File: config.mk
export PLATFORM = sky130hd
export DESIGN_NAME = secl_loader
export DESIGN_NICKNAME = d
export VERILOG_FILES = /design/src/logic/secl_pkg.sv /design/src/logic/secl_link.sv /design/src/logic/secl_loader.sv
export VERILOG_INCLUDE_DIRS = /design/src /design/src/logic
export SDC_FILE = /design/constraint.sdc
export NUM_CORES = 2
export LEC_CHECK = 0
export BUFFER_PORTS_ARGS = -buffer_cell sky130_fd_sc_hd__buf_2
export CAP_MARGIN = 20
export CORE_AREA = 10 10 396 398
export CTS_BUF_LIST = sky130_fd_sc_hd__clkbuf_8
export DETAILED_ROUTE_END_ITERATION = 8
export DIE_AREA = 0 0 406 408
export SKIP_CTS_REPAIR_TIMING = 1
export SLEW_MARGIN = 40
export SYNTH_ARGS = -nofsm -noshare
export SYNTH_HDL_FRONTEND = slang
export SYNTH_SLANG_ARGS = --single-unit
File: constraint.sdc
create_clock -name core_clk -period 3.2 [get_ports core_clk]
set_input_delay 0.32 -clock core_clk [delete_from_list [all_inputs] [get_ports core_clk]]
set_output_delay 0.32 -clock core_clk [all_outputs]
set_load 0.01 [all_outputs]
File: src/logic/secl_defines.svh
// Purpose: constants of the serial memory configuration loader
// Assumes: core clock of 200 MHz, link rate of 1 Mb/s
// Notes:   offsets of config words are the memory word addresses
`ifndef SECL_DEFINES_SVH
`define SECL_DEFINES_SVH

// core clock period and link bit time, in ns
`define SECL_CLK_NS    5
`define SECL_BIT_NS    1000
// half bit is a least time, so it rounds up to whole cycles
`define SECL_HALF_CYC  (((`SECL_BIT_NS / 2) + `SECL_CLK_NS - 1) / `SECL_CLK_NS)

// read command: start bit, two-bit opcode
`define SECL_START_BIT 1'h1
`define SECL_OP_READ   2'h2
`define SECL_CMD_HDR_W 3

// memory geometry: 16-bit words
`define SECL_WORD_W    16
`define SECL_WORDS     64
`define SECL_ADDR_W    6

// image is valid when the xor of all words with this seed is zero
`define SECL_CSUM_SEED 16'haaaa

`endif

File: src/logic/secl_pkg.sv
// Purpose: types shared by the configuration loader files
// Assumes: nothing beyond the defines header
// Notes:   pin bundle travels as one packed struct
package secl_pkg;

  // what the loader drives onto the three memory pins
  typedef struct packed {
    logic cs;
    logic sk;
    logic dout;
    logic doe_n;
  } secl_pins_t;

  typedef enum logic [1:0] {
    SECL_LK_IDLE = 2'b00,
    SECL_LK_LOW  = 2'b01,
    SECL_LK_HIGH = 2'b10,
    SECL_LK_END  = 2'b11
  } secl_link_st_t;

  typedef enum logic [1:0] {
    SECL_ST_START = 2'b00,
    SECL_ST_READ  = 2'b01,
    SECL_ST_DONE  = 2'b10
  } secl_top_st_t;

endpackage

File: src/logic/secl_link.sv
// Purpose: one read transaction on the three-wire serial memory link
// Assumes: data_in already synchronised to clk
// Notes:   one bit per two half periods, data sampled before rising sk
`timescale 1ns/100ps
`include "secl_defines.svh"

module secl_link
  import secl_pkg::*;
#(
  parameter int ADDR_W = `SECL_ADDR_W,
  parameter int HALF   = `SECL_HALF_CYC
)
(
  input  wire logic                    clk,
  input  wire logic                    rst,
  input  wire logic                    start,
  input  wire logic [ADDR_W-1:0]       addr,
  input  wire logic                    data_in,
  output logic                         busy,
  output logic                         done,
  output logic                         ack_ok,
  output logic [`SECL_WORD_W-1:0]      word,
  output secl_pins_t                   pins
);

  localparam int CMD_BITS = `SECL_CMD_HDR_W + ADDR_W;
  // one ack sample, then sixteen data bits
  localparam int TOTAL    = CMD_BITS + 1 + `SECL_WORD_W;
  localparam int A_HI     = HALF - 1;

  // the data pin passes two sync stages and the pin register, so a low
  // half shorter than four cycles would sample the line before it settles
  initial
  begin
    if (HALF < 4 || HALF > 65535 || TOTAL > 255)
      $error("secl_link: unsupported HALF or ADDR_W");
  end

  secl_link_st_t       state;
  logic [15:0]         ctr;
  logic [7:0]          bit_idx;
  logic [CMD_BITS-1:0] cmd;
  logic                half_end;

  assign half_end = (ctr == 16'(HALF - 1));
  assign busy     = (state != SECL_LK_IDLE);

  // half period timer, restarts at every phase change
  always_ff @(posedge clk)
  begin
    if (rst || state == SECL_LK_IDLE || half_end)
      ctr <= 16'h0;
    else
      ctr <= ctr + 16'h1;
  end

  // bit sequencer and pin drive
  always_ff @(posedge clk)
  begin
    done <= 1'b0;
    if (rst)
    begin
      state   <= SECL_LK_IDLE;
      bit_idx <= 8'h0;
      cmd     <= '0;
      pins    <= '{cs: 1'b0, sk: 1'b0, dout: 1'b1, doe_n: 1'b1};
    end
    else
    begin
      unique case (state)
        SECL_LK_IDLE:
        begin
          if (start)
          begin
            // select, start bit one, read opcode, address
            cmd        <= {`SECL_START_BIT, `SECL_OP_READ, addr};
            pins.cs    <= 1'b1;
            pins.dout  <= `SECL_START_BIT;
            pins.doe_n <= 1'b0;
            bit_idx    <= 8'h0;
            state      <= SECL_LK_LOW;
          end
        end
        SECL_LK_LOW:
        begin
          if (half_end)
          begin
            pins.sk <= 1'b1; // memory latches on this edge
            state   <= SECL_LK_HIGH;
          end
        end
        SECL_LK_HIGH:
        begin
          if (half_end)
          begin
            pins.sk <= 1'b0;
            bit_idx <= bit_idx + 8'h1;
            cmd     <= {cmd[CMD_BITS-2:0], 1'b0};
            if (bit_idx == 8'(TOTAL - 1))
            begin
              pins.cs <= 1'b0;
              state   <= SECL_LK_END;
            end
            else
            begin
              state <= SECL_LK_LOW;
              if (bit_idx + 8'h1 < 8'(CMD_BITS))
                pins.dout <= cmd[CMD_BITS-2];
              else
              begin
                // same pin now listens; series resistor covers overlap
                pins.dout  <= 1'b1;
                pins.doe_n <= 1'b1;
              end
            end
          end
        end
        SECL_LK_END:
        begin
          // keep select low for a half period before the next read
          if (half_end)
          begin
            done  <= 1'b1;
            state <= SECL_LK_IDLE;
          end
        end
      endcase
    end
  end

  // sample just before each rising sk once the command is out
  always_ff @(posedge clk)
  begin
    if (rst || (state == SECL_LK_IDLE && start))
    begin
      ack_ok <= 1'b0;
      word   <= '0;
    end
    else if (state == SECL_LK_LOW && half_end && bit_idx >= 8'(CMD_BITS))
    begin
      if (bit_idx == 8'(CMD_BITS))
        ack_ok <= ~data_in; // high line means no memory or bad command
      else
        word <= {word[`SECL_WORD_W-2:0], data_in}; // msb first
    end
  end
endmodule

File: src/logic/secl_loader.sv
// Purpose: power-up configuration loader from a serial 16-bit memory
// Assumes: ext_rst_n and memory_data_in are asynchronous pins
// Notes:   pins float (oe_n high) while ext_rst_n is low
//
// Contract
// - After power-on reset and every USB reset the memory is read.
// - Stored data is used only if present and valid, else defaults.
// - A high data line at acknowledge means bad command or no memory.
// - Memory is 16-bit organised and read in whole 16-bit words.
// - While the external reset is low the three pins are released.
// - The loader drives select and clock as sole link master.
// - One data pin sends command bits and samples the memory output.
`timescale 1ns/100ps
`include "secl_defines.svh"

module secl_loader
  import secl_pkg::*;
#(
  parameter int                      WORDS       = `SECL_WORDS,
  parameter int                      ADDR_W      = `SECL_ADDR_W,
  parameter int                      HALF        = `SECL_HALF_CYC,
  parameter logic [16*WORDS-1:0]     DEFAULT_CFG = '0
)
(
  input  wire logic                  core_clk,
  input  wire logic                  sys_rst,
  input  wire logic                  ext_rst_n,
  input  wire logic                  usb_reset,
  input  wire logic                  memory_data_in,
  output logic                       memory_select_out,
  output logic                       memory_select_oe_n,
  output logic                       memory_clock_out,
  output logic                       memory_clock_oe_n,
  output logic                       memory_data_out,
  output logic                       memory_data_oe_n,
  output logic [16*WORDS-1:0]        cfg_words,
  output logic                       cfg_ready,
  output logic                       cfg_from_memory,
  output logic                       memory_present
);

  localparam int W = `SECL_WORD_W;

  initial
  begin
    if (WORDS < 2 || WORDS > (1 << ADDR_W) || W != 16)
      $error("secl_loader: WORDS does not fit the address width");
  end

  logic              rst_meta;
  logic              rst_sync;
  logic              din_meta;
  logic              din_sync;
  logic              held;
  logic              link_rst;
  logic              link_start;
  logic              link_busy;
  logic              link_done;
  logic              link_ack;
  logic [W-1:0]      link_word;
  secl_pins_t        pins;
  secl_top_st_t      state;
  logic [ADDR_W-1:0] idx;
  logic [W-1:0]      csum;
  logic [W-1:0]      next_csum;
  logic              got_word;
  logic              last_word;
  logic              load_def;

  // two-stage synchronisers; only the second stage is read
  always_ff @(posedge core_clk)
  begin
    if (sys_rst)
    begin
      rst_meta <= 1'b0;
      rst_sync <= 1'b0;
      din_meta <= 1'b1;
      din_sync <= 1'b1;
    end
    else
    begin
      rst_meta <= ext_rst_n;
      rst_sync <= rst_meta;
      din_meta <= memory_data_in;
      din_sync <= din_meta;
    end
  end

  assign held = ~rst_sync;

  // link is aborted by any reset so a fresh scan always starts clean
  always_ff @(posedge core_clk)
  begin
    if (sys_rst)
      link_rst <= 1'b1;
    else
      link_rst <= held | usb_reset;
  end

  secl_link #(
    .ADDR_W (ADDR_W),
    .HALF   (HALF)
  ) u_link (
    .clk     (core_clk),
    .rst     (link_rst),
    .start   (link_start),
    .addr    (idx),
    .data_in (din_sync),
    .busy    (link_busy),
    .done    (link_done),
    .ack_ok  (link_ack),
    .word    (link_word),
    .pins    (pins)
  );

  assign got_word  = (state == SECL_ST_READ) && link_done && link_ack;
  assign last_word = (idx == ADDR_W'(WORDS - 1));
  assign next_csum = csum ^ link_word;
  // defaults on missing ack or on a bad image at the last word
  assign load_def  = (state == SECL_ST_READ) && link_done &&
                     (!link_ack || (last_word && next_csum != '0));

  // scan sequencer; restarts on every power-on or USB reset
  always_ff @(posedge core_clk)
  begin
    link_start <= 1'b0;
    if (sys_rst || held || usb_reset || link_rst)
    begin
      state <= SECL_ST_START;
      idx   <= '0;
      csum  <= `SECL_CSUM_SEED;
    end
    else
    begin
      unique case (state)
        SECL_ST_START:
        begin
          if (!link_busy)
          begin
            link_start <= 1'b1;
            state      <= SECL_ST_READ;
          end
        end
        SECL_ST_READ:
        begin
          if (link_done)
          begin
            if (!link_ack || last_word)
              state <= SECL_ST_DONE;
            else
            begin
              csum  <= next_csum;
              idx   <= idx + ADDR_W'(1);
              state <= SECL_ST_START;
            end
          end
        end
        SECL_ST_DONE:
          state <= SECL_ST_DONE;
        default:
          state <= SECL_ST_START;
      endcase
    end
  end

  // result flags; consumers must wait for cfg_ready
  always_ff @(posedge core_clk)
  begin
    if (sys_rst || held || usb_reset || link_rst)
    begin
      cfg_ready       <= 1'b0;
      cfg_from_memory <= 1'b0;
      memory_present  <= 1'b0;
    end
    else if ((state == SECL_ST_READ) && link_done &&
             (!link_ack || last_word))
    begin
      cfg_ready       <= 1'b1;
      memory_present  <= link_ack;
      cfg_from_memory <= !load_def;
    end
  end

  // one storage word per entry; words land as read, defaults overwrite
  genvar g;
  generate
    for (g = 0; g < WORDS; g++)
    begin : g_word
      always_ff @(posedge core_clk)
      begin
        if (sys_rst || load_def)
          cfg_words[g*W +: W] <= DEFAULT_CFG[g*W +: W];
        else if (got_word && idx == ADDR_W'(g))
          cfg_words[g*W +: W] <= link_word;
      end
    end
  endgenerate

  // pin stage; everything floats while the external reset is low
  always_ff @(posedge core_clk)
  begin
    if (sys_rst || held)
    begin
      memory_select_out  <= 1'b0;
      memory_select_oe_n <= 1'b1;
      memory_clock_out   <= 1'b0;
      memory_clock_oe_n  <= 1'b1;
      memory_data_out    <= 1'b1;
      memory_data_oe_n   <= 1'b1;
    end
    else
    begin
      memory_select_out  <= pins.cs;
      memory_select_oe_n <= 1'b0;
      memory_clock_out   <= pins.sk;
      memory_clock_oe_n  <= 1'b0;
      memory_data_out    <= pins.dout;
      memory_data_oe_n   <= pins.doe_n;
    end
  end
endmodule

* Yosys cells after proc, flatten, opt, wreduce, memory -nomap -nowiden
Cells that the tools add are included.
Storage, ports and cells: bits in registers 1118, bits in latches 0, bits in writable memories 0, memory bits (read-only) 0, input port bits 5, output and inout bits 1033, memories kept 0
Cells by class: add/subtract/negate cells 3, multipliers 0, div/mod/pow operators 0, order comparisons 2, eq/ne operators 80, shift operators 0, mux-type cells 30, bitwise logic cells 8, reduce and logical (&&, ||, !) cells 102
Operators with widths (number):
- 6-bit equality test, second input constant | 32
- 6-bit by 5-bit equality test with 1-bit output, second input constant | 16
- 1-bit logical AND | 72
- 6-bit by 4-bit equality test with 1-bit output, second input constant | 8
- 8-bit 2-to-1 mux | 4
- 8-bit one-hot mux with 2 select lines | 2
- 6-bit by 3-bit equality test with 1-bit output, second input constant | 4
- 2-bit 2-to-1 mux | 10
- 16-bit by 1-bit adder with 16-bit output, second input constant | 1
- 16-bit by 7-bit equality test with 1-bit output, second input constant | 1
- 16-bit nonzero test | 1
- 16-bit XOR | 1
- 6-bit by 2-bit equality test with 1-bit output, second input constant | 2
- 4-bit AND reduction | 3
- 2-bit by 1-bit inequality test with 1-bit output, second input constant | 5
- 1-bit logical OR | 9
- 3-bit AND reduction | 3
- 8-bit by 1-bit adder with 8-bit output, second input constant | 1
- 8-bit by 4-bit equality test with 1-bit output, second input constant | 1
- 8-bit by 5-bit equality test with 1-bit output, second input constant | 1
- 8-bit by 4-bit greater-or-equal comparator with 1-bit output, second input constant | 1
- 8-bit by 4-bit less-than comparator with 1-bit output, second input constant | 1
- 1-bit 2-to-1 mux | 8
- 2-bit inequality test, second input constant | 4
- 18 further kinds | 34

* Logic depth before layout (Yosys ltp)
depth in word-level cells 6, depth in mapped cells 9, mapped depth without buffers 7

* Modules after synthesis
Synthesis repeated with hierarchy kept, for this count alone.
Second synthesis, totals: cell total of the unflattened synthesis 3946, area total of the unflattened synthesis 41149.5 um2
Modules (own cells, without submodules):
- secl_loader | instances 1, cells each 3641, area an instance 38516.9 um2, sequential area each 21260.4 um2
- secl_link | instances 1, cells each 305, area an instance 2632.5 um2, sequential area each 1121.1 um2

* Worst setup path after synthesis
Ideal clock, no wire load.
kind register -> register, from register u_link.ctr[0], to register u_link.cmd[5], arrival 1772 ps, data required time 3109 ps, setup slack 1337 ps, cell stages (with the launch flop) 8, buffers on the path 1, period minus slack after synthesis 1863 ps, cells stage by stage dfxtp_1 -> ha_1 -> and3_1 -> nand4_1 -> o21ai_1 -> buf_2 -> nor2_1 -> a311oi_1
On the way: cells in the longest elaborated chain, start to end 3
RTL lines:
- start, declared | RTL line secl_link.sv:40 | logic [15:0] ctr;
- start signal, assigned | RTL line secl_link.sv:54 | ctr <= ctr + 16'h1;
- 16-bit by 7-bit equality test with 1-bit output | RTL line secl_link.sv:45 | assign half_end = (ctr == 16'(HALF - 1));
- 2-bit by 1-bit inequality test with 1-bit output (no line)
- 3-bit AND reduction (no line)
- end signal, assigned | RTL line secl_link.sv:76 | cmd <= {`SECL_START_BIT, `SECL_OP_READ, addr};
- end signal, assigned | RTL line secl_link.sv:98 | cmd <= {cmd[CMD_BITS-2:0], 1'b0};
- end, declared | RTL line secl_link.sv:42 | logic [CMD_BITS-1:0] cmd;
No other way between the ends. A chain may end at the register's enable or synchronous reset.

* Worst setup path after layout
from register idx[2], to register cfg_words[988]
On the way: cells in the longest elaborated chain, start to end 5
RTL lines:
- start, declared | RTL line secl_loader.sv:63 | logic [ADDR_W-1:0] idx;
- start signal, assigned | RTL line secl_loader.sv:153 | idx <= idx + ADDR_W'(1);
- 6-bit equality test | RTL line secl_loader.sv:117 | assign last_word = (idx == ADDR_W'(WORDS - 1));
- 1-bit logical AND | RTL line secl_loader.sv:121 | (!link_ack || (last_word && next_csum != '0));
- 1-bit logical OR | RTL line secl_loader.sv:121
- 1-bit logical AND | RTL line secl_loader.sv:120 | assign load_def = (state == SECL_ST_READ) && link_done &&
- 1-bit logical OR | RTL line secl_loader.sv:191 | if (sys_rst || load_def)
- end signal, assigned by index | RTL line secl_loader.sv:192 | cfg_words[g*W +: W] <= DEFAULT_CFG[g*W +: W];
- end signal, assigned by index | RTL line secl_loader.sv:194 | cfg_words[g*W +: W] <= link_word;
- end, declared | RTL line secl_loader.sv:36 | output logic [16*WORDS-1:0] cfg_words,
Parallel ways exist; a longest one is shown, timed or not.

==> results.txt <==
The run finished with clean final reports. Counting distinct cell types in the post-synthesis netlist gives 50. The floorplan step defined a die boundary enclosing roughly 0.17 sq mm. The worst hold path begins at ext_rst_n. The clock tree root buffer cell is sky130_fd_sc_hd__clkbuf_8.

Power spread over the standard cell area amounts to roughly 530 mW/mm^2. Data on the critical path is required at its endpoint by about 3.9 ns. The area growth from synthesis to layout is 26.3%. The smallest clock period supported by the final layout is computed as between 2 and 3 ns. The vertical extent of the die is 408 um. The instance count of the mapped netlist came out at approximately 4200. The later pin in the worst-skew pair is clocked with a latency of between 0.9 and 1 ns. The total nets after synthesis is around 4200.

The number of global-route vias before repair was around 33000. The total overflow reported by the global router is 0. Adding up every negative setup slack in the final design gives 0 ns. The fmax came out at between 300 and 400 MHz. The violation count after the first detailed-route iteration came out at between 2000 and 3000. The final count of hold timing violations is 0. The starting density of the core is ~28%. The CTS H-tree depth is 4.

The die extent in x came out at between 400 and 500 um. In this run the critical register-to-register path is captured at cfg_words[988]. The largest fanout on the critical path came out at 138. The final number of max-transition violations is 0.

The first detailed-routing pass ran for 6 iterations. The final critical path takes up between 80% and 90% of the cycle. The number of buffers added on ports came out at just over 1000. Setup repair after global routing left no endpoint under its margin. The fraction of final layout cells sized beyond drive strength 1 is 28.2%. sky130_fd_sc_hd__dfxtp_1 takes more of the synthesized area than any other cell. The multi-input combinational cells in the finished layout cover a total of 0.0167 sq mm. Ranked by total cell area, the synthesized netlist is headed by sky130_fd_sc_hd__dfxtp_1 55%, sky130_fd_sc_hd__mux2i_1 20%, sky130_fd_sc_hd__nor2_1 7.9%, sky130_fd_sc_hd__a21oi_1 3.1%, sky130_fd_sc_hd__nand3_1 2.7%.

The type of the tightest min-delay check is in2reg. In this run the critical register-to-register path is launched from idx[2]. The path with the worst hold slack has its endpoint at rst_meta. In this run the tightest slew margin relative to its limit is between 40% and 50%.

The number of synthesized register bits came out at approximately 1100. The maximum number of pins on one net before global-route repair is approximately 140. The path depth of the worst reg2reg path is 7. The number of DRC violations after detailed routing is 0. During synthesis, Yosys emitted a total of 0 warnings. The total CTS buffers came out at approximately 190. The maximum vdd drop is between 0.3 and 0.4 mV. The clock-pin slew reported for the worst setup and hold paths after clock tree synthesis is 0.06 ns. The final weighted congestion in routability-driven placement is 0.783. The total core area is roughly 0.15 sq mm. The actual slew at the worst max-slew pin came out at slightly below 0.9 ns. In this run the worst setup path begins at idx[2].

The total of max-cap violations came out at 0. The share of synthesized area in the top cell type comes to 54.6%. The number of antenna violations at the first check in global routing came out at 8.

Wires add up to approximately 170000 um. The reg-to-reg setup timing slack came out at about 0.42 ns. The global-route wire length before repair is between 200000 and 250000 um. The final antenna-violating net count is 0.

Sorting the synthesized cells by how often they occur yields 1118 x sky130_fd_sc_hd__dfxtp_1, 867 x sky130_fd_sc_hd__nor2_1, 818 x sky130_fd_sc_hd__mux2i_1. The post-synthesis cell area came out at approximately 0.04 sq mm. The deepest clock path buffer count is 3. The number of synthesized flops with an enable pin is 0. The net count of the finished layout is approximately 5200. The leakage component of the power came out at between 20 and 30 nW.

In the synthesized netlist the dominant register cell turns out to be sky130_fd_sc_hd__dfxtp_1. The HPWL after detailed placement came out at roughly 110000 um. The per-cell routed wire length is roughly 23 um. Registers take between 0.02 and 0.025 sq mm.

The instance area after placement came out at 0.0478 sq mm. In the routed layout, each cell is associated on average with a via count of between 4 and 5. Across every metal layer, demand over resource in global routing totals between 10% and 20%. The worst setup path is captured at a register. The worst setup path is launched from a register.

The number of clock sinks is approximately 1100. Pin placement for this block handled roughly 1000 I/O pins. The post-synthesis average cell area came out at around 10 sq um. The share of synthesized registers carrying an async set or reset came out at 0%. The share of the Yosys chip area taken by registers is 54.6%. The setup-violating endpoint count in the final report came out at 0. sky130_fd_sc_hd__dfxtp_1 is the most common cell in the netlist. The endpoint arrival time on the critical path is about 3.5 ns. The worst hold path passes through 3 cells. The filler cell count came out at 15303. The total non-filler cell area in the finished layout is 0.0518 sq mm.

TritonCTS built the clock tree. The via total after detailed routing came out at between 30000 and 40000. The largest clock skew in the final design came out at around 0.076 ns. After floorplanning, the core was divided into roughly 140 placement rows. The type of the worst setup path is reg2reg.
[stage by stage]
step	cells	power, mW	hold slack (ns)	util, %	setup WS (ns)
after global routing	7257	28.4	0.173	34.8	0.278
after CTS	7250	27.8	-0.456	34.7	0.448
after detailed placement	6915	14.5	0.401	32.1	0.517
final	7259	27.5	0.237	34.8	0.420
after floorplan	4215	14.4	0.389	-	1.34
after global placement	6912	14.5	0.403	32.0	0.636
[power breakdown]
part | total (mW) | internal, mW | switching, mW
registers | 13.9 | 13.9 | 0.00187
clock network | 13.3 | 7.14 | 6.13
logic | 0.265 | 0.0413 | 0.224
total | 27.5 | 21.1 | 6.36
[placed cells by master, fill, tap and decap left out, types with 4 or more instances in the layout]
cell / netlist / routed
sky130_fd_sc_hd__nand2_1: 298 / 297
sky130_fd_sc_hd__mux2i_1: 818 / 818
sky130_fd_sc_hd__nand2b_1: 14 / 14
sky130_fd_sc_hd__and3_1: 12 / 12
sky130_fd_sc_hd__nand2_2: 45 / 46
sky130_fd_sc_hd__dfxtp_1: 1118 / 1102
sky130_fd_sc_hd__or2_2: 4 / 4
sky130_fd_sc_hd__nor3_1: 17 / 15
sky130_fd_sc_hd__buf_4: 69 / 86
sky130_fd_sc_hd__and2_4: 0 / 4
sky130_fd_sc_hd__nor2_1: 867 / 866
sky130_fd_sc_hd__a211oi_1: 6 / 6
sky130_fd_sc_hd__nor2b_1: 5 / 5
sky130_fd_sc_hd__clkbuf_8: 0 / 233
sky130_fd_sc_hd__bufinv_16: 0 / 6
sky130_fd_sc_hd__dfxtp_4: 0 / 16
sky130_fd_sc_hd__xor2_1: 19 / 19
sky130_fd_sc_hd__buf_2: 140 / 1037
sky130_fd_sc_hd__o21ai_0: 16 / 16
sky130_fd_sc_hd__inv_1: 11 / 71
sky130_fd_sc_hd__and4_1: 4 / 4
sky130_fd_sc_hd__ha_1: 9 / 9
sky130_fd_sc_hd__or3_1: 5 / 5
sky130_fd_sc_hd__inv_12: 0 / 7
sky130_fd_sc_hd__a21oi_1: 257 / 257
sky130_fd_sc_hd__nor4_1: 6 / 5
sky130_fd_sc_hd__dlygate4sd3_1: 0 / 5
sky130_fd_sc_hd__nand3_1: 225 / 225
sky130_fd_sc_hd__nand4_1: 10 / 10
sky130_fd_sc_hd__clkinv_2: 0 / 19
sky130_fd_sc_hd__nor3_2: 5 / 6
sky130_fd_sc_hd__buf_6: 4 / 6
sky130_fd_sc_hd__buf_12: 0 / 11
sky130_fd_sc_hd__xnor2_1: 24 / 24
sky130_fd_sc_hd__a311oi_1: 4 / 4
sky130_fd_sc_hd__diode_2: 0 / 4
[worst max path at each step]
stage	endpoint	depth (start not counted)
final	cfg_words[988]	7
after global routing	cfg_words[924]	7
after CTS	cfg_words[924]	7
after detailed placement	cfg_words[164]	7
after global placement	cfg_words[163]	7
after floorplan	u_link.cmd[5]	7
[logic make-up (layout without fill, tap and decap cells)]
kind of cell / after synthesis / after routing / synth area share (%)
compound gates: 297 / 297 / 3.82
mux: 818 / 818 / 20.0
fa+ha+maj: 9 / 9 / 0.275
other cells: 0 / 4 / 0
xor+xnor: 43 / 43 / 0.918
simple gates: 1534 / 1534 / 15.7
buf+inv: 396 / 1492 / 4.76
flops: 1118 / 1118 / 54.6
[state kept, by name, summed over array words and instances (netlist names), 2 cells and up]
signal	flops
cfg_words	1024
u_link.bit_idx	8
u_link.word	16
u_link.pins	4
state	2
idx	6
u_link.state	2
csum	16
u_link.cmd	8
u_link.ctr	16
[worst max-delay path, stage by stage (launching register included)]
cell	delay, ns
sky130_fd_sc_hd__dfxtp_1	0.66
sky130_fd_sc_hd__and4_1	0.31
sky130_fd_sc_hd__a21o_1	0.19
sky130_fd_sc_hd__a21oi_1	0.11
sky130_fd_sc_hd__a31oi_4	0.27
sky130_fd_sc_hd__buf_4	0.36
sky130_fd_sc_hd__buf_12	0.43
sky130_fd_sc_hd__nor2_1	0.12
[routing by layer]
layer,GRT usage (%),vias to the layer above,share of wire (%)
li1,-,15897,-
met1,22.3,16571,39
met2,32.7,1327,48
met3,6.00,297,8.3
met4,7.38,0,3.7
met5,0,-,0
[final cells by class]
class | count | area share (%)
clock buffer | 233 | 6.19
inverter | 11 | 0.0797
clock inverter | 102 | 1.43
timing repair buffer | 1146 | 12.0
antenna | 4 | 0.0193
sequential | 1118 | 43.3
tap | 1944 | 4.70
multi-input combinational | 2701 | 32.3
Power figures use the tool's default switching activity.
